--- config.mk ---
export PLATFORM = sky130hd
export DESIGN_NAME = iopa_datapath
export DESIGN_NICKNAME = d
export VERILOG_FILES = /design/src/hdl/iopa_pkg.sv /design/src/hdl/iopa_adder.sv /design/src/hdl/iopa_datapath.sv /design/src/hdl/iopa_wb_track.sv
export SDC_FILE = /design/constraint.sdc
export NUM_CORES = 1
export LEC_CHECK = 0
export BUFFER_PORTS_ARGS = -buffer_cell sky130_fd_sc_hd__buf_4
export CORE_MARGIN = 2
export CORE_UTILIZATION = 55
export CTS_BUF_LIST = sky130_fd_sc_hd__clkbuf_4 sky130_fd_sc_hd__clkbuf_8
export CTS_CLUSTER_DIAMETER = 150
export DETAILED_ROUTE_END_ITERATION = 8
export GPL_TIMING_DRIVEN = 0
export PLACE_DENSITY = 0.87
export RECOVER_POWER = 25
export SYNTH_ARGS = -nofsm -noshare
export SYNTH_HDL_FRONTEND = slang
export SYNTH_SLANG_ARGS = --single-unit
--- constraint.sdc ---
create_clock -name REF_CLK -period 5.66 [get_ports REF_CLK]
set_input_delay 1.132 -clock REF_CLK [delete_from_list [all_inputs] [get_ports REF_CLK]]
set_output_delay 1.132 -clock REF_CLK [all_outputs]
set_load 0.02 [all_outputs]
--- src/hdl/iopa_pkg.sv ---
// Package: constants, enums and carrier structs for the accumulator datapath
package iopa_pkg;
   localparam int DATA_W = 16;
   localparam int DESIG_W = 9;
   localparam int PTR_W = 9;
   localparam logic [15:0] ACC_RST = 16'h0000;
   localparam logic [15:0] ACC_ONES = 16'hFFFF;
   localparam logic [15:0] ACC_PLUS1 = 16'h0001;
   localparam logic [8:0] PTR_RST = 9'h000;
   // Period number at which a read-modify-write writes back
   localparam logic [2:0] RMW_WB_CP = 3'h4;
   // Operation codes accepted on the issue port
   typedef enum logic [4:0] {
      OP_NONE = 5'h00, OP_ADD_D = 5'h01, OP_SUB_D = 5'h02, OP_LD_K = 5'h03,
      OP_AND_K = 5'h04, OP_ADD_K = 5'h05, OP_SUB_K = 5'h06, OP_LD_R = 5'h07,
      OP_AND_R = 5'h08, OP_ADD_R = 5'h09, OP_SUB_R = 5'h0A, OP_ST_R = 5'h0B,
      OP_ADDST_R = 5'h0C, OP_INC_R = 5'h0D, OP_DEC_R = 5'h0E, OP_LD_M = 5'h0F
   } iopa_op_e;
   // Sequencer states, one-hot
   typedef enum logic [7:0] {
      S_IDLE = 8'h01, S_CP1 = 8'h02, S_ADD = 8'h04, S_RES = 8'h08,
      S_WB = 8'h10, S_MREQ = 8'h20, S_MDAT = 8'h40, S_STW = 8'h80
   } iopa_state_e;
   // Issue request from the instruction stack
   typedef struct packed {
      logic valid;
      iopa_op_e op;
      logic [DESIG_W-1:0] desig;
   } iopa_issue_s;
   // Write request toward the operand register file
   typedef struct packed {
      logic we;
      logic [PTR_W-1:0] ptr;
      logic [DATA_W-1:0] data;
   } iopa_opwr_s;
endpackage

--- src/hdl/iopa_adder.sv ---
// Combinational adder: add, or complement-and-add-one for subtract
`timescale 1ns/10ps
`default_nettype none
module iopa_adder
   import iopa_pkg::*;
(
   input wire logic [DATA_W-1:0] a,
   input wire logic [DATA_W-1:0] b,
   input wire logic sub,
   output logic [DATA_W-1:0] sum,
   output logic carry
);
   logic [DATA_W-1:0] b_in;
   logic [DATA_W:0] s1;
   logic [DATA_W:0] s2;
   // Two additions; a carry out of either counts, as subtract demands
   always_comb begin
      b_in = sub ? ~b : b;
      s1 = {1'b0, a} + {1'b0, b_in};
      s2 = {1'b0, s1[DATA_W-1:0]} + {{DATA_W{1'b0}}, sub};
      sum = s2[DATA_W-1:0];
      carry = s1[DATA_W] | s2[DATA_W];
   end
endmodule
`default_nettype wire

--- src/hdl/iopa_datapath.sv ---
// Accumulator datapath top: sequencer, accumulator, carry, addend, pointers
// What this block does
// - Small-designator subtract: addend at issue, adder period 1, result period 2.
// - Load constant puts next parcel in accumulator, clears carry; two parcels.
// - Constant instructions read the next parcel; period 1 stalls until present.
// - AND constant ANDs accumulator with constant at its input, clears carry.
// - Add constant: addend period 1, adder period 2, result period 3; toggle carry.
// - Subtract constant adds complement plus one; either carry toggles carry.
// - Load register: designator to read pointer, register to accumulator, clear carry.
// - AND register ANDs at accumulator input in period 1, clears carry.
// - Add register: addend period 1, adder period 2, result period 3.
// - Subtract register complements operand, adds plus one, toggles carry.
// - Store register loads both pointers at issue, writes accumulator period 1.
// - Register-writing instructions wait while writeback pointer is still held.
// - Store waits for accumulator data, holding both pointers meanwhile.
// - Add-and-store: sum in accumulator period 3, written back period 4.
// - Read-modify-write drops read pointer period 1, reloads from writeback period 3.
// - Add-and-store period-1 transfer stalls until accumulator data available.
// - Increment clears carry, forces plus one, adds register, sets carry on carry-out.
// - Decrement forces all ones, adds register, sets carry on carry-out, writes back period 4.
// - Memory load uses operand register as address, fetched word into accumulator.
// - Small designators are 9-bit unsigned, zero-extended to 16 bits.
// - Memory request re-sent each period until acceptance; memory must accept.
`timescale 1ns/10ps
`default_nettype none
module iopa_datapath
   import iopa_pkg::*;
(
   input wire logic REF_CLK,
   input wire logic RST_N,
   input wire iopa_issue_s ISSUE,
   input wire logic [DATA_W-1:0] PARCEL_DATA,
   input wire logic PARCEL_VALID,
   input wire logic [DATA_W-1:0] OPREG_RDATA,
   input wire logic ACC_AVAIL,
   input wire logic MEM_ACCEPT,
   input wire logic MEM_RVALID,
   input wire logic [DATA_W-1:0] MEM_RDATA,
   output logic ISSUE_READY,
   output logic PARCEL_TAKE,
   output logic [PTR_W-1:0] OPERAND_READ_POINTER,
   output logic OPERAND_READ_VALID,
   output logic [PTR_W-1:0] WRITEBACK_POINTER,
   output iopa_opwr_s OPREG_WR,
   output logic [DATA_W-1:0] MEMORY_ADDRESS_LATCH,
   output logic MEM_REQ,
   output logic [DATA_W-1:0] ACC,
   output logic CARRY
);
   iopa_state_e state_ff, nxt_state;
   iopa_op_e op_ff, nxt_op;
   logic [DATA_W-1:0] acc_ff, nxt_acc;
   logic carry_ff, nxt_carry;
   logic [DATA_W-1:0] addend_ff, nxt_addend;
   logic sub_ff, nxt_sub;
   logic [PTR_W-1:0] rp_ff, nxt_rp;
   logic rp_vld_ff, nxt_rp_vld;
   iopa_opwr_s wr_ff, nxt_wr;
   logic [DATA_W-1:0] ma_ff, nxt_ma;
   logic mreq_ff, nxt_mreq;
   logic take_ff, nxt_take;
   logic ready_ff; // Registered from the next state, so from the first edge after reset ready matches the current state with no lag
   logic [DATA_W-1:0] add_sum;
   logic add_carry;
   logic wb_busy;
   logic [PTR_W-1:0] wb_ptr;
   logic wb_load;
   logic wb_release;
   logic issue_ok;
   logic [DATA_W-1:0] desig_ext;

   // True for operations that write an operand register
   function automatic logic writes_reg(input iopa_op_e op);
      writes_reg = (op == OP_ST_R) || (op == OP_ADDST_R) || (op == OP_INC_R) ||
         (op == OP_DEC_R);
   endfunction

   iopa_adder u_adder (
      .a(acc_ff),
      .b(addend_ff),
      .sub(sub_ff),
      .sum(add_sum),
      .carry(add_carry)
   );

   iopa_wb_track u_wb (
      .clk(REF_CLK),
      .rst_n(RST_N),
      .load(wb_load),
      .load_ptr(ISSUE.desig),
      .release_ptr(wb_release),
      .busy(wb_busy),
      .ptr(wb_ptr)
   );

   // Issue gate: register writers wait while a writeback pointer is still held
   always_comb begin
      desig_ext = {{(DATA_W-DESIG_W){1'b0}}, ISSUE.desig};
      issue_ok = ISSUE.valid && (state_ff == S_IDLE) &&
         !(writes_reg(ISSUE.op) && wb_busy);
      wb_load = issue_ok && writes_reg(ISSUE.op);
   end

   // Sequencer and datapath next values
   always_comb begin
      nxt_state = state_ff;
      nxt_op = op_ff;
      nxt_acc = acc_ff;
      nxt_carry = carry_ff;
      nxt_addend = addend_ff;
      nxt_sub = sub_ff;
      nxt_rp = rp_ff;
      nxt_rp_vld = rp_vld_ff;
      nxt_wr = '0;
      nxt_wr.ptr = wr_ff.ptr;
      nxt_wr.data = wr_ff.data;
      nxt_ma = ma_ff;
      nxt_mreq = 1'b0;
      nxt_take = 1'b0;
      wb_release = 1'b0;
      case (state_ff)
         S_IDLE: begin
            if (issue_ok) begin
               nxt_op = ISSUE.op;
               case (ISSUE.op)
                  OP_ADD_D, OP_SUB_D: begin
                     nxt_addend = desig_ext;
                     nxt_sub = (ISSUE.op == OP_SUB_D);
                     nxt_state = S_ADD;
                  end
                  OP_LD_K, OP_AND_K, OP_ADD_K, OP_SUB_K: begin
                     nxt_state = S_CP1;
                  end
                  OP_LD_R, OP_AND_R, OP_ADD_R, OP_SUB_R, OP_ST_R, OP_ADDST_R,
                  OP_INC_R, OP_DEC_R, OP_LD_M: begin
                     nxt_rp = ISSUE.desig;
                     nxt_rp_vld = 1'b1;
                     nxt_state = S_CP1;
                  end
                  default: begin
                     nxt_state = S_IDLE;
                  end
               endcase
            end
         end
         S_CP1: begin
            nxt_sub = (op_ff == OP_SUB_K) || (op_ff == OP_SUB_R);
            case (op_ff)
               OP_LD_K, OP_AND_K, OP_ADD_K, OP_SUB_K: begin
                  // Constant parcel may lag the issue; hold period 1 until present
                  if (PARCEL_VALID) begin
                     nxt_take = 1'b1;
                     if (op_ff == OP_LD_K) begin
                        nxt_acc = PARCEL_DATA;
                        nxt_carry = 1'b0;
                        nxt_state = S_IDLE;
                     end else if (op_ff == OP_AND_K) begin
                        nxt_acc = acc_ff & PARCEL_DATA;
                        nxt_carry = 1'b0;
                        nxt_state = S_IDLE;
                     end else begin
                        nxt_addend = PARCEL_DATA;
                        nxt_state = S_ADD;
                     end
                  end
               end
               OP_LD_R, OP_AND_R: begin
                  nxt_acc = (op_ff == OP_LD_R) ? OPREG_RDATA
                     : (acc_ff & OPREG_RDATA);
                  nxt_carry = 1'b0;
                  nxt_rp_vld = 1'b0;
                  nxt_state = S_IDLE;
               end
               OP_ADD_R, OP_SUB_R: begin
                  nxt_addend = OPREG_RDATA;
                  nxt_rp_vld = 1'b0;
                  nxt_state = S_ADD;
               end
               OP_ST_R: begin
                  // Pointers stay put while the accumulator is still pending
                  if (ACC_AVAIL) begin
                     nxt_wr.we = 1'b1;
                     nxt_wr.ptr = wb_ptr;
                     nxt_wr.data = acc_ff;
                     nxt_rp_vld = 1'b0;
                     wb_release = 1'b1;
                     nxt_state = S_IDLE;
                  end
               end
               OP_ADDST_R, OP_INC_R, OP_DEC_R: begin
                  if (ACC_AVAIL || (op_ff != OP_ADDST_R)) begin
                     nxt_addend = OPREG_RDATA;
                     nxt_rp_vld = 1'b0;
                     if (op_ff == OP_INC_R) begin
                        nxt_acc = ACC_PLUS1;
                        nxt_carry = 1'b0;
                     end else if (op_ff == OP_DEC_R) begin
                        nxt_acc = ACC_ONES;
                        nxt_carry = 1'b0;
                     end
                     nxt_state = S_ADD;
                  end
               end
               OP_LD_M: begin
                  nxt_ma = OPREG_RDATA;
                  nxt_rp_vld = 1'b0;
                  nxt_mreq = 1'b1;
                  nxt_state = S_MREQ;
               end
               default: begin
                  nxt_state = S_IDLE;
               end
            endcase
         end
         S_ADD: begin
            // Adder runs this period; addend is held until the result is taken in S_RES
            nxt_state = S_RES;
         end
         S_RES: begin
            nxt_acc = add_sum;
            if ((op_ff == OP_INC_R) || (op_ff == OP_DEC_R)) begin
               nxt_carry = carry_ff | add_carry;
            end else begin
               nxt_carry = carry_ff ^ add_carry;
            end
            if (writes_reg(op_ff)) begin
               nxt_rp = wb_ptr;
               nxt_rp_vld = 1'b1;
               nxt_state = S_WB;
            end else begin
               nxt_state = S_IDLE;
            end
         end
         S_WB: begin
            nxt_wr.we = 1'b1;
            nxt_wr.ptr = rp_ff;
            nxt_wr.data = acc_ff;
            nxt_rp_vld = 1'b0;
            wb_release = 1'b1;
            nxt_state = S_STW;
         end
         S_STW: begin
            nxt_state = S_IDLE;
         end
         S_MREQ: begin
            // Request is re-sent every period until the memory accepts it
            if (MEM_ACCEPT) begin
               nxt_state = S_MDAT;
            end else begin
               nxt_mreq = 1'b1;
            end
         end
         S_MDAT: begin
            if (MEM_RVALID) begin
               nxt_acc = MEM_RDATA;
               nxt_carry = 1'b0;
               nxt_state = S_IDLE;
            end
         end
         default: begin
            nxt_state = S_IDLE;
         end
      endcase
   end

   // Register every piece of state; outputs come straight from these
   always_ff @(posedge REF_CLK or negedge RST_N) begin
      if (!RST_N) begin
         state_ff <= S_IDLE;
         op_ff <= OP_NONE;
         acc_ff <= ACC_RST;
         carry_ff <= 1'b0;
         addend_ff <= ACC_RST;
         sub_ff <= 1'b0;
         rp_ff <= PTR_RST;
         rp_vld_ff <= 1'b0;
         wr_ff <= '0;
         ma_ff <= ACC_RST;
         mreq_ff <= 1'b0;
         take_ff <= 1'b0;
         ready_ff <= 1'b0;
      end else begin
         state_ff <= nxt_state;
         op_ff <= nxt_op;
         acc_ff <= nxt_acc;
         carry_ff <= nxt_carry;
         addend_ff <= nxt_addend;
         sub_ff <= nxt_sub;
         rp_ff <= nxt_rp;
         rp_vld_ff <= nxt_rp_vld;
         wr_ff <= nxt_wr;
         ma_ff <= nxt_ma;
         mreq_ff <= nxt_mreq;
         take_ff <= nxt_take;
         ready_ff <= (nxt_state == S_IDLE);
      end
   end

   assign ISSUE_READY = ready_ff;
   assign PARCEL_TAKE = take_ff;
   assign OPERAND_READ_POINTER = rp_ff;
   assign OPERAND_READ_VALID = rp_vld_ff;
   assign WRITEBACK_POINTER = wb_ptr;
   assign OPREG_WR = wr_ff;
   assign MEMORY_ADDRESS_LATCH = ma_ff;
   assign MEM_REQ = mreq_ff;
   assign ACC = acc_ff;
   assign CARRY = carry_ff;

   // Small-designator subtract: adder period one edge after the issue edge, result period the edge after
   property p_sub_d_timing;
      @(posedge REF_CLK) disable iff (!RST_N)
      (issue_ok && ISSUE.op == OP_SUB_D) |=> (state_ff == S_ADD) ##1 (state_ff == S_RES);
   endproperty
   a_sub_d_timing: assert property (p_sub_d_timing) else $error("sub d timing wrong");

   property p_ldk_clear;
      @(posedge REF_CLK) disable iff (!RST_N)
      (state_ff == S_CP1 && op_ff == OP_LD_K && PARCEL_VALID) |=>
      (acc_ff == $past(PARCEL_DATA) && !carry_ff && take_ff);
   endproperty
   a_ldk_clear: assert property (p_ldk_clear) else $error("load constant wrong");

   property p_parcel_stall;
      @(posedge REF_CLK) disable iff (!RST_N)
      (state_ff == S_CP1 && op_ff inside {OP_LD_K, OP_AND_K, OP_ADD_K, OP_SUB_K} &&
       !PARCEL_VALID) |=> (state_ff == S_CP1 && !take_ff);
   endproperty
   a_parcel_stall: assert property (p_parcel_stall) else $error("parcel stall broken");

   property p_andk;
      @(posedge REF_CLK) disable iff (!RST_N)
      (state_ff == S_CP1 && op_ff == OP_AND_K && PARCEL_VALID) |=>
      (acc_ff == ($past(acc_ff) & $past(PARCEL_DATA)) && !carry_ff);
   endproperty
   a_andk: assert property (p_andk) else $error("and constant wrong");

   property p_wb_block;
      @(posedge REF_CLK) disable iff (!RST_N)
      (wb_busy && ISSUE.valid && writes_reg(ISSUE.op)) |-> !issue_ok;
   endproperty
   a_wb_block: assert property (p_wb_block) else $error("issue despite held pointer");

   property p_st_hold;
      @(posedge REF_CLK) disable iff (!RST_N)
      (state_ff == S_CP1 && op_ff == OP_ST_R && !ACC_AVAIL) |=>
      ($stable(rp_ff) && $stable(wb_ptr) && !wr_ff.we);
   endproperty
   a_st_hold: assert property (p_st_hold) else $error("store pointers moved");

   property p_rmw_wb;
      @(posedge REF_CLK) disable iff (!RST_N)
      (state_ff == S_RES && writes_reg(op_ff)) |=> (rp_ff == wb_ptr) ##1
      (wr_ff.we && wr_ff.data == acc_ff);
   endproperty
   a_rmw_wb: assert property (p_rmw_wb) else $error("writeback wrong");

   property p_add_carry;
      @(posedge REF_CLK) disable iff (!RST_N)
      (state_ff == S_RES && op_ff inside {OP_ADD_K, OP_ADD_R, OP_ADD_D}) |=>
      (acc_ff == $past(add_sum) && carry_ff == ($past(carry_ff) ^ $past(add_carry)));
   endproperty
   a_add_carry: assert property (p_add_carry) else $error("add result wrong");

   property p_mem_retry;
      @(posedge REF_CLK) disable iff (!RST_N)
      (state_ff == S_MREQ && !MEM_ACCEPT) |=> (mreq_ff && state_ff == S_MREQ);
   endproperty
   a_mem_retry: assert property (p_mem_retry) else $error("request not re-sent");
endmodule
`default_nettype wire

--- src/hdl/iopa_wb_track.sv ---
// Writeback pointer holder: busy while a store pointer is outstanding
`timescale 1ns/10ps
`default_nettype none
module iopa_wb_track
   import iopa_pkg::*;
(
   input wire logic clk,
   input wire logic rst_n,
   input wire logic load,
   input wire logic [PTR_W-1:0] load_ptr,
   input wire logic release_ptr,
   output logic busy,
   output logic [PTR_W-1:0] ptr
);
   logic busy_ff;
   logic nxt_busy;
   logic [PTR_W-1:0] ptr_ff;
   logic [PTR_W-1:0] nxt_ptr;
   // Load wins over release so a back-to-back store keeps its pointer
   always_comb begin
      nxt_busy = busy_ff;
      nxt_ptr = ptr_ff;
      if (load) begin
         nxt_busy = 1'b1;
         nxt_ptr = load_ptr;
      end else if (release_ptr) begin
         nxt_busy = 1'b0;
      end
   end
   always_ff @(posedge clk or negedge rst_n) begin
      if (!rst_n) begin
         busy_ff <= 1'b0;
         ptr_ff <= PTR_RST;
      end else begin
         busy_ff <= nxt_busy;
         ptr_ff <= nxt_ptr;
      end
   end
   assign busy = busy_ff;
   assign ptr = ptr_ff;
endmodule
`default_nettype wire

==> results of run 1 <==
[worst max-delay path, delay by kind of cell, from the launching register on]
| kind | cells | cell delay (ps) |
|---|---|---|
| AOI/OAI and AO/OA | 6 | 1490 |
| buffers and inverters | 3 | 1390 |
| and+or+nand+nor | 4 | 1020 |
| adders and majority gates | 2 | 530 |
| DFF | 1 | 340 |
| xor gates and xnor gates | 1 | 210 |
[metal layers]
metal | track usage, % | up-vias | share of wire (%)
li1 | - | 2986 | -
met1 | 40.82 | 3126 | 40
met2 | 48.95 | 374 | 47
met3 | 6.227 | 62 | 9.2
met4 | 13.18 | 0 | 3.6
met5 | 0 | - | 0
[registers in the layout (all words and copies together), names as in the netlist]
signal	cells
state_ff	8
u_wb.ptr	9
MEM_REQ	1
CARRY	1
addend_ff	16
MEMORY_ADDRESS_LATCH	16
PARCEL_TAKE	1
OPERAND_READ_VALID	1
sub_ff	1
op_ff	5
OPERAND_READ_POINTER	9
ISSUE_READY	1
u_wb.busy	1
ACC	16
OPREG_WR	26
[synthesized netlist by cell type, types with 5 or more instances]
cell        n  area (µm²)
ha_1       18       225.2
mux2i_1    16       160.2
mux2_2     61       686.9
o21bai_1    5       37.54
dfrtp_1   111        2778
o21ai_0    44       220.2
a31oi_1    20       125.1
a22oi_1    14       105.1
nand3_1    17       85.08
nand2_1    68       255.2
xnor2_1    18       157.7
inv_1      15       56.30
a221oi_1   12       105.1
a21oi_1    40       200.2
nor3b_1     6       45.04
a21o_1      7       52.55
nor3_1     16       80.08
nor2_1     56       210.2
clkbuf_1   31       116.4
o21a_1      5       37.54
nand2b_1    5       31.28
o211ai_1   28       210.2
xor2_1     27       236.5
[cell type report]
type,count,area share (%)
buffer,41,2.292
clock buffer,9,1.454
clock inverter,7,0.8961
inverter,15,0.6611
multi-input combinational,556,46.10
sequential,112,32.92
tap,172,2.527
timing repair buffer,150,13.15
[logic make-up (layout without fill, tap and decap cells)]
family,after synthesis,in the layout
and+or+nand+nor,202,202
xor gates and xnor gates,45,45
DFF,112,112
buffers and inverters,56,222
muxes,77,77
adders and majority gates,19,19
AOI/OAI and AO/OA,213,213
[worst paths after layout]
kind                           endpoint         start  cells after the start  slack, ps
setup / recovery                  CARRY        sub_ff                     16        550
hold / removal             OPREG_WR[20]  OPREG_WR[20]                      2        490
setup reg to reg                  CARRY        sub_ff                     16        550
hold reg to reg            OPREG_WR[20]  OPREG_WR[20]                      2        490
max in group asynchronous        ACC[3]         RST_N                      2       2100
min in group asynchronous  OPREG_WR[12]         RST_N                      1        700
[metrics by stage]
step	area, µm²	utilization (%)
after floorplan	6982	-
after CTS	8516	68.03
after global routing	8517	68.04
after detailed placement	8315	66.43
after global placement	8315	66.43
final	8517	68.04
[power breakdown]
| part | switching, mW | leakage, nW | internal, mW |
|---|---|---|---|
| clock network | 0.322 | 0.0992 | 0.175 |
| logic | 1.22 | 2.43 | 0.942 |
| registers | 0.230 | 1.42 | 0.968 |
==> key figures, run 1 <==
Power and ir drop
  – Final Power: 3.853 mW
  – VDD IR max: 0.2904 mV
  – Pwr/cell area: 452.4 mW/mm²
  – P_leak: 3.958 nW

Worst setup path
  – Worst path required time: 5930 ps
  – Critical path, cell by cell: clkbuf_1 > clkbuf_1 > xor2_1 > ha_1 > buf_6 > and2_4 > a221oi_4 > a21oi_2 > o311a_1 > or3_4 > nor3_1 > nand3_1 > o311a_1 > ha_1 > o21ai_0 > o22ai_1
  – CP max stage cell: clkbuf_1
  – CP peak stage delay: 630 ps
  – Startpoint Class: flop
  – Critical Path Sink Type: flop
  – CP arrival: 5390 ps
  – WS Path Type: flop to flop
  – Crit path max fanout: 10

STA
  – Max frequency: just under 0.2 GHz
  – Setup TNS Final: 0 ps
  – Worst clock skew: ~19 ps
  – Final setup viols: 0
  – Endpoints failing hold: 0
  – Worst setup margin: 546.1 ps
  – Fin. max-slew vios: 102
  – Worst slew margin: -68.94%
  – Period utilization: 90.35%
  – Hold Slack: 491.8 ps
  – Minimum clock period: between 5000 and 6000 ps
  – Unrepaired setup endpoints after global routing: no
  – Worst slew pin tran: 2534 ps

Place
  – Place WS: 607.1 ps
  – Placed Cells: 1045
  – PortBufs: between 100 and 150
  – Routability congestion estimate: 0.9354
  – Detail Placement HPWL: roughly 15000 µm

Yosys
  – Synth Cell Area: approximately 0.0070 mm²
  – Synth Area in Compound Gates: 20.75%
  – Synth cell types: 73
  – Mapped Cells: 724
  – Main combinational cell family by area after synthesis: compound AO/OA/AOI/OAI gates
  – Dominant synthesized flop cell: dfrtp_1
  – Avg Cell Area, Syn: between 9 and 10 µm²
  – Seq/Total Area, Yosys: 40.16%
  – Adder-Cell Fraction of Synth Area: 3.513%
  – EDFF count, synth: 0
  – FF+latch count, synth: ~110
  – Syn Nets: 812
  – Mux share of post-synthesis cell area: 12.13%
  – XOR/XNOR share of the synthesized area: roughly 5.6%
  – Yosys warns: 0
  – Post-synthesis simple-gate area fraction: between 10% and 20%
  – Ys async rst share: between 90% and 100%

Finish
  – Layout cells sized above 1: 28.99%
  – Area Overhead vs Synth: 21.99%
  – Fin nets: 973
  – Antenna cells: 0
  – Filler cells: 1019
  – Storage element area: 0.002804 mm²
  – Most common cell after layout, fill and taps aside: buf_4
  – Multi-input logic area: 0.003926 mm²
  – Commonest cells after routing, fill and taps aside: buf_4, dfrtp_1, nand2_1, mux2_2, nor2_1
  – Layout Cells excl Fill: 1062

Detailed routing
  – 1st-pass router iterations: 6
  – Final ANT Viol Nets: 0
  – WL final: roughly 21000 µm
  – DR iter-0 viols: around 890
  – Via count: 6548
  – Avg WL per Cell: approximately 19 µm
  – Vias per cell: roughly 6.2
  – DRC violations left: 0

Clocking
  – Worst-path clk slew: approximately 120 ps
  – Hold bufs inserted after CTS: 0
  – H-Tree Depth: 3
  – Max clock buf depth: 2
  – Setup bufs post-CTS: 0
  – CTS tree: yes
  – Clock Sinks: 112
  – Worst skew pair latency: 410 ps
  – Post_cts resized: 0
  – Clock Root Buffer: clkbuf_8
  – TritonCTS Buffers: 9

Hold path
  – Class of the worst hold path: flop to flop

Global route
  – Vias in the first global route: just over 6000
  – First-pass GRT wire length: 31810 µm
  – Pin count of the biggest net entering global routing: approximately 110
  – GRT Total Usage: 30.64%
  – Antenna violations before repair: 0
  – Gr ovfl total: 0

Die
  – Die footprint: 0.01361 mm²
  – Die height: 116.7 µm
  – Die Wd: 116.7 µm
  – CORE AREA: 0.01252 mm²
  – Rows: 41
  – Initial Util: 55.78%
  – Top Ports: 150

Flow run
  – Max Cap Viol: 1

Run status
  – Outcome: complete, but fails checks
  – Violated checks: max-capacitance violations, max-slew violations
No activity file was read; power rests on OpenSTA's default activity.
==> run 2, diff against run 1 <==
Settings changed: PLACE_DENSITY 0.87 to 0.8.
==> key figures, run 2 (synthesized netlist as in run 1, its figures left out) <==
Detailed routing
  – DR iter-0 viols: 749 (-16%)
  – DRC violations left: 0 (unchanged)
  – WL final: 21340 µm (+3.3%)
  – Vias per cell: 6.267 (+1.6%)
  – 1st-pass router iterations: 8 (+2)
  – Final ANT Viol Nets: 0 (unchanged)
  – Avg WL per Cell: 20.09 µm (+3.3%)
  – Via count: 6656 (+1.6%)

Worst setup path
  – Worst path required time: 5940 ps (about the same)
  – Crit path max fanout: 10 (unchanged)
  – CP peak stage delay: 650 ps (+20 ps)
  – CP Launch Point: sub_ff
  – Reg-to-reg endpoint: CARRY
  – CP endpoint: CARRY
  – Critical Path Sink Type: flop
  – Startpoint Class: flop
  – CP max stage cell: clkbuf_1
  – R2R Path Start: sub_ff
  – Critical path, cell by cell: clkbuf_1 > clkbuf_1 > xor2_1 > ha_1 > and2_4 > a221oi_4 > a21oi_2 > o311a_1 > or3_4 > nor3_1 > nand3_1 > o311a_1 > ha_1 > o21ai_0 > o22ai_1
  – Reg2reg path depth: 15 (-1)
  – CP arrival: 5400 ps (about the same)
  – Internal reg-to-reg setup slack: 540 ps (about the same)
  – WS Path Type: flop to flop

STA
  – Worst slew pin tran: 2524 ps (-9.632 ps)
  – Unrepaired setup endpoints after global routing: no
  – Final setup viols: 0 (unchanged)
  – Minimum clock period: 5120 ps (+6.495 ps)
  – Worst clock skew: 27.38 ps (+8.262 ps)
  – Worst setup margin: 539.6 ps (-6.495 ps)
  – Endpoints failing hold: 0 (unchanged)
  – Max frequency: 0.1953 GHz (-0.13%)
  – Worst slew margin: -68.30% (+0.64 points)
  – Fin. max-slew vios: 102 (unchanged)
  – Setup TNS Final: 0 ps (unchanged)
  – Period utilization: 90.47% (+0.11 points)

Finish
  – Commonest cells after routing, fill and taps aside: buf_4, dfrtp_1, nand2_1, mux2_2, nor2_1
  – Number of flip-flops in the largest register: 26 (unchanged)
  – Layout cells sized above 1: 28.99% (unchanged)
  – Most common cell after layout, fill and taps aside: buf_4
  – Fin nets: 973 (unchanged)
  – Post-route cell area: 0.008529 mm² (+0.15%)
  – Antenna cells: 0 (unchanged)
  – Area Overhead vs Synth: 22.17%

Power and ir drop
  – Comb pwr share: 55.6% (-0.4 points)
  – Switching Fraction: 46.06% (+0.18 points)
  – Sw power: 1.789 mW (+1.2%)
  – Clk pwr share: 13.3% (+0.4 points)
  – Pwr/cell area: 455.3 mW/mm² (+0.64%)
  – Cell internal pwr: 2.094 mW (+0.45%)
  – VDD IR max: 0.3877 mV (+34%)
  – Reg power frac: 31.1% (about the same)
  – P_leak: 3.966 nW (+0.20%)

Clocking
  – Clock Sinks: 112 (unchanged)
  – Setup bufs post-CTS: 0 (unchanged)
  – Post_cts resized: 0 (unchanged)
  – H-Tree Depth: 3 (unchanged)
  – Worst-path clk slew: 120 ps (about the same)
  – Max clock buf depth: 2 (unchanged)
  – Worst skew pair latency: 430 ps (+20 ps)
  – CTS tree: yes
  – TritonCTS Buffers: 9 (unchanged)
  – Hold bufs inserted after CTS: 0 (unchanged)
  – Clock Root Buffer: clkbuf_8

Place
  – Dpl cell area: 0.008315 mm² (unchanged)
  – Detail Placement HPWL: 16210 µm (+8.0%)
  – Place WS: 635.5 ps (+28.34 ps)
  – Routability congestion estimate: 0.9524 (+1.8%)
  – PortBufs: 149 (unchanged)

Run status
  – Violated checks: max-capacitance violations, max-slew violations
  – Outcome: complete, but fails checks

Hold path
  – Class of the worst hold path: flop to flop

Die
  – Top Ports: 150 (unchanged)
  – Die height: 116.7 µm (unchanged)
  – Die Wd: 116.7 µm (unchanged)
  – Rows: 41 (unchanged)
  – Initial Util: 55.78% (unchanged)
  – Die footprint: 0.01361 mm² (unchanged)
  – CORE AREA: 0.01252 mm² (unchanged)

Global route
  – Gr ovfl total: 0 (unchanged)
  – GRT Total Usage: 31.80% (+1.2 points)
  – Pin count of the biggest net entering global routing: 113 (unchanged)
  – First-pass GRT wire length: 33220 µm (+4.4%)
  – Antenna violations before repair: 0 (unchanged)
  – Vias in the first global route: 6424 (+3.3%)

Flow run
  – Max Cap Viol: 1 (unchanged)
-- run 2: worst max-delay path, delay by kind of cell (launching register included) --
family / cells / cell delay, ps
adders and majority gates: 2 / 700
and+or+nand+nor: 4 / 1080
xor gates and xnor gates: 1 / 150
buffers and inverters: 2 / 1240
AOI/OAI and AO/OA: 6 / 1440
DFF: 1 / 350
-- run 2: worst min-delay path by stage --
| stage | slack (ps) | from | to | depth (start not counted) |
|---|---|---|---|---|
| 4_1_cts | 490 | OPREG_WR[16] | OPREG_WR[16] | 2 |
| 6_report | 490 | OPREG_WR[16] | OPREG_WR[16] | 2 |
| 5_1_grt | 530 | OPREG_WR[16] | OPREG_WR[16] | 2 |
| 3_5_place_dp | 470 | OPREG_WR[16] | OPREG_WR[16] | 2 |
| 2_1_floorplan | 470 | u_wb.busy | u_wb.busy | 1 |
| 3_3_place_gp | 460 | OPREG_WR[23] | OPREG_WR[23] | 2 |
-- run 2: power by group through the flow --
stage	clock (mW)	combinational, mW	sequential, mW
floorplan	0	1.41	1.28
global placement	0	2.07	1.20
detailed placement	0	2.12	1.21
CTS	0.522	2.14	1.20
global route	0.555	2.35	1.22
finish	0.517	2.16	1.21
-- run 2: cell type report --
class | instances | area [µm²]
inverter | 15 | 56.30
clock inverter | 7 | 88.84
multi-input combinational | 556 | 3926
clock buffer | 9 | 123.9
timing repair buffer | 150 | 1120
buffer | 41 | 195.2
fill | 1038 | 3988
sequential | 112 | 2804
tap | 172 | 215.2
-- run 2: per-stage QoR --
step / util, % / std cells / hold WS (ps) / power [mW]
floorplan: - / 724 / 465.9 / 2.693
global placement: 66.43 / 1045 / 459.2 / 3.268
detailed placement: 66.43 / 1045 / 465.9 / 3.336
CTS: 68.13 / 1061 / 491.4 / 3.855
global route: 68.14 / 1062 / 531.2 / 4.132
finish: 68.14 / 1062 / 487.2 / 3.883
-- run 2: metal layers --
| layer | share of wire (%) | up-vias | global-route usage (%) |
|---|---|---|---|
| li1 | - | 2997 | - |
| met5 | 0 | - | 0 |
| met4 | 3.1 | 0 | 12.31 |
| met3 | 7.0 | 58 | 4.774 |
| met2 | 47 | 333 | 50.66 |
| met1 | 43 | 3268 | 44.11 |
==> run 3, diff against run 2 <==
Settings changed: CORE_UTILIZATION 55 to 35, PLACE_DENSITY 0.8 to 0.55.
==> key figures, run 3 (synthesized netlist as in run 1, its figures left out) <==
Worst setup path
  – R2R Path Start: sub_ff
  – WS Path Type: flop to flop
  – Crit path max fanout: 10 (unchanged)
  – Startpoint Class: flop
  – CP arrival: 5350 ps (-50 ps)
  – Worst path required time: 5930 ps (about the same)
  – Critical path, cell by cell: clkbuf_1 > clkbuf_1 > xor2_1 > ha_1 > buf_6 > and2_4 > a221oi_4 > a21oi_2 > o311a_1 > or3_4 > nor3_1 > nand3_1 > o311a_1 > ha_1 > o21ai_0 > o22ai_1
  – CP peak stage delay: 630 ps (-20 ps)
  – Reg2reg path depth: 16 (+1)
  – Critical Path Sink Type: flop
  – Reg-to-reg endpoint: CARRY
  – Internal reg-to-reg setup slack: 570 ps (+30 ps)
  – CP max stage cell: clkbuf_1

Finish
  – Commonest cells after routing, fill and taps aside: buf_4, dfrtp_1, nand2_1, mux2_2, nor2_1
  – Number of flip-flops in the largest register: 26 (unchanged)
  – Antenna cells: 0 (unchanged)
  – Most common cell after layout, fill and taps aside: buf_4
  – Fin nets: 974 (+0.10%)
  – Area Overhead vs Synth: 24.25%
  – Layout cells sized above 1: 28.96% (-0.033 points)

Clocking
  – Setup bufs post-CTS: 0 (unchanged)
  – Clock Root Buffer: clkbuf_8
  – CTS tree: yes
  – Worst skew pair latency: 410 ps (-20 ps)
  – Hold bufs inserted after CTS: 0 (unchanged)
  – Worst-path clk slew: 130 ps (about the same)
  – Max clock buf depth: 2 (unchanged)
  – TritonCTS Buffers: 9 (unchanged)
  – H-Tree Depth: 3 (unchanged)
  – Clock Sinks: 112 (unchanged)
  – Post_cts resized: 0 (unchanged)

Die
  – Die height: 145.2 µm (+24%)
  – Initial Util: 35.76% (-20 points)
  – CORE AREA: 0.01953 mm² (+56%)
  – Die footprint: 0.02109 mm² (+55%)
  – Rows: 51 (+24%)
  – Top Ports: 150 (unchanged)
  – Die Wd: 145.2 µm (+24%)

Global route
  – M2 GR Usage: 34.67% (-16 points)
  – GRT met1 Usage: 30.00% (-14 points)
  – GRT Total Usage: 21.49% (-10 points)
  – Pin count of the biggest net entering global routing: 76 (-33%)
  – First-pass GRT wire length: 35820 µm (+7.9%)
  – Antenna violations before repair: 0 (unchanged)
  – Met3 Use GR: 2.516% (-2.3 points)
  – Gr ovfl total: 0 (unchanged)
  – Vias in the first global route: 6186 (-3.7%)
  – Top Usage Layer GRT: met2

Power and ir drop
  – P_leak: 3.979 nW (+0.34%)
  – VDD IR max: 0.2562 mV (-34%)
  – Pwr/cell area: 447.9 mW/mm² (-1.6%)

STA
  – Fin. max-slew vios: 115 (+13%)
  – Setup TNS Final: 0 ps (unchanged)
  – Unrepaired setup endpoints after global routing: no
  – Final setup viols: 0 (unchanged)
  – Minimum clock period: 5087 ps (-33.48 ps)
  – Endpoints failing hold: 0 (unchanged)
  – Worst setup margin: 573.1 ps (+33.48 ps)
  – Max frequency: 0.1966 GHz (+0.66%)
  – Worst clock skew: 11.93 ps (-15.44 ps)
  – Worst slew pin tran: 2265 ps (-259.0 ps)
  – Period utilization: 89.87% (-0.59 points)
  – Worst slew margin: -51.03% (+17 points)

Place
  – Detail Placement HPWL: 17040 µm (+5.1%)
  – Place WS: 529.1 ps (-106.4 ps)
  – PortBufs: 149 (unchanged)
  – Routability congestion estimate: 0.8483 (-11%)

Detailed routing
  – Avg WL per Cell: 19.50 µm (-2.9%)
  – WL final: 22550 µm (+5.7%)
  – Final ANT Viol Nets: 0 (unchanged)
  – Via count: 6255 (-6.0%)
  – Vias per cell: 5.411 (-14%)
  – 1st-pass router iterations: 5 (-3)
  – DRC violations left: 0 (unchanged)
  – DR iter-0 viols: 476 (-36%)

Hold path
  – Hold path startpoint: OPREG_WR[23]
  – Class of the worst hold path: flop to flop
  – Hold Crit Endpoint: OPREG_WR[23]
  – Worst hold path depth: 2 (unchanged)

Run status
  – Outcome: complete, but fails checks
  – Violated checks: max-capacitance violations, max-slew violations

Flow run
  – Max Cap Viol: 2 (+1)
-- run 3: final cells by class --
type                       count  area, µm²
timing repair buffer         151       1127
multi-input combinational    556       3926
inverter                      15      56.30
tap                          265      331.6
clock buffer                   9      123.9
clock inverter                 7      110.1
buffer                        41      195.2
sequential                   112       2804
fill                        1972      10850
-- run 3: report_power, final --
part	total, mW	internal, mW	switching [mW]
clock network	0.560	0.224	0.336
logic	2.13	0.940	1.19
registers	1.20	0.968	0.231
total	3.89	2.13	1.75
-- run 3: worst max-delay path by stage --
stage | depth (start not counted) | from | end
6_report | 16 | sub_ff | CARRY
5_1_grt | 16 | sub_ff | CARRY
4_1_cts | 15 | sub_ff | CARRY
3_5_place_dp | 15 | sub_ff | CARRY
3_3_place_gp | 15 | sub_ff | CARRY
2_1_floorplan | 16 | sub_ff | CARRY
-- run 3: metrics by stage --
stage | instance area [µm²] | cells | hold slack [ps] | total power, mW | util (%)
CTS | 8705 | 1156 | 498.1 | 3.905 | 44.58
detailed placement | 8471 | 1140 | 465.9 | 3.335 | 43.38
floorplan | 6982 | 724 | 465.9 | 2.693 | -
global route | 8675 | 1156 | 514.3 | 4.190 | 44.43
global placement | 8432 | 1138 | 463.8 | 3.316 | 43.18
finish | 8675 | 1156 | 489.2 | 3.886 | 44.43
-- run 3: routing by layer --
layer  share of wire, %  up-vias
li1                   -     2998
met1                 46     3042
met2                 47      186
met4                2.2        0
met5                  0        -
met3                4.9       29
-- run 3: worst max-delay path: cells and delay by family (launching register included) --
kind                       cells  cell delay [ps]
xor gates and xnor gates       1              210
and+or+nand+nor                4             1030
DFF                            1              340
adders and majority gates      2              530
AOI/OAI and AO/OA              6             1460
buffers and inverters          3             1370
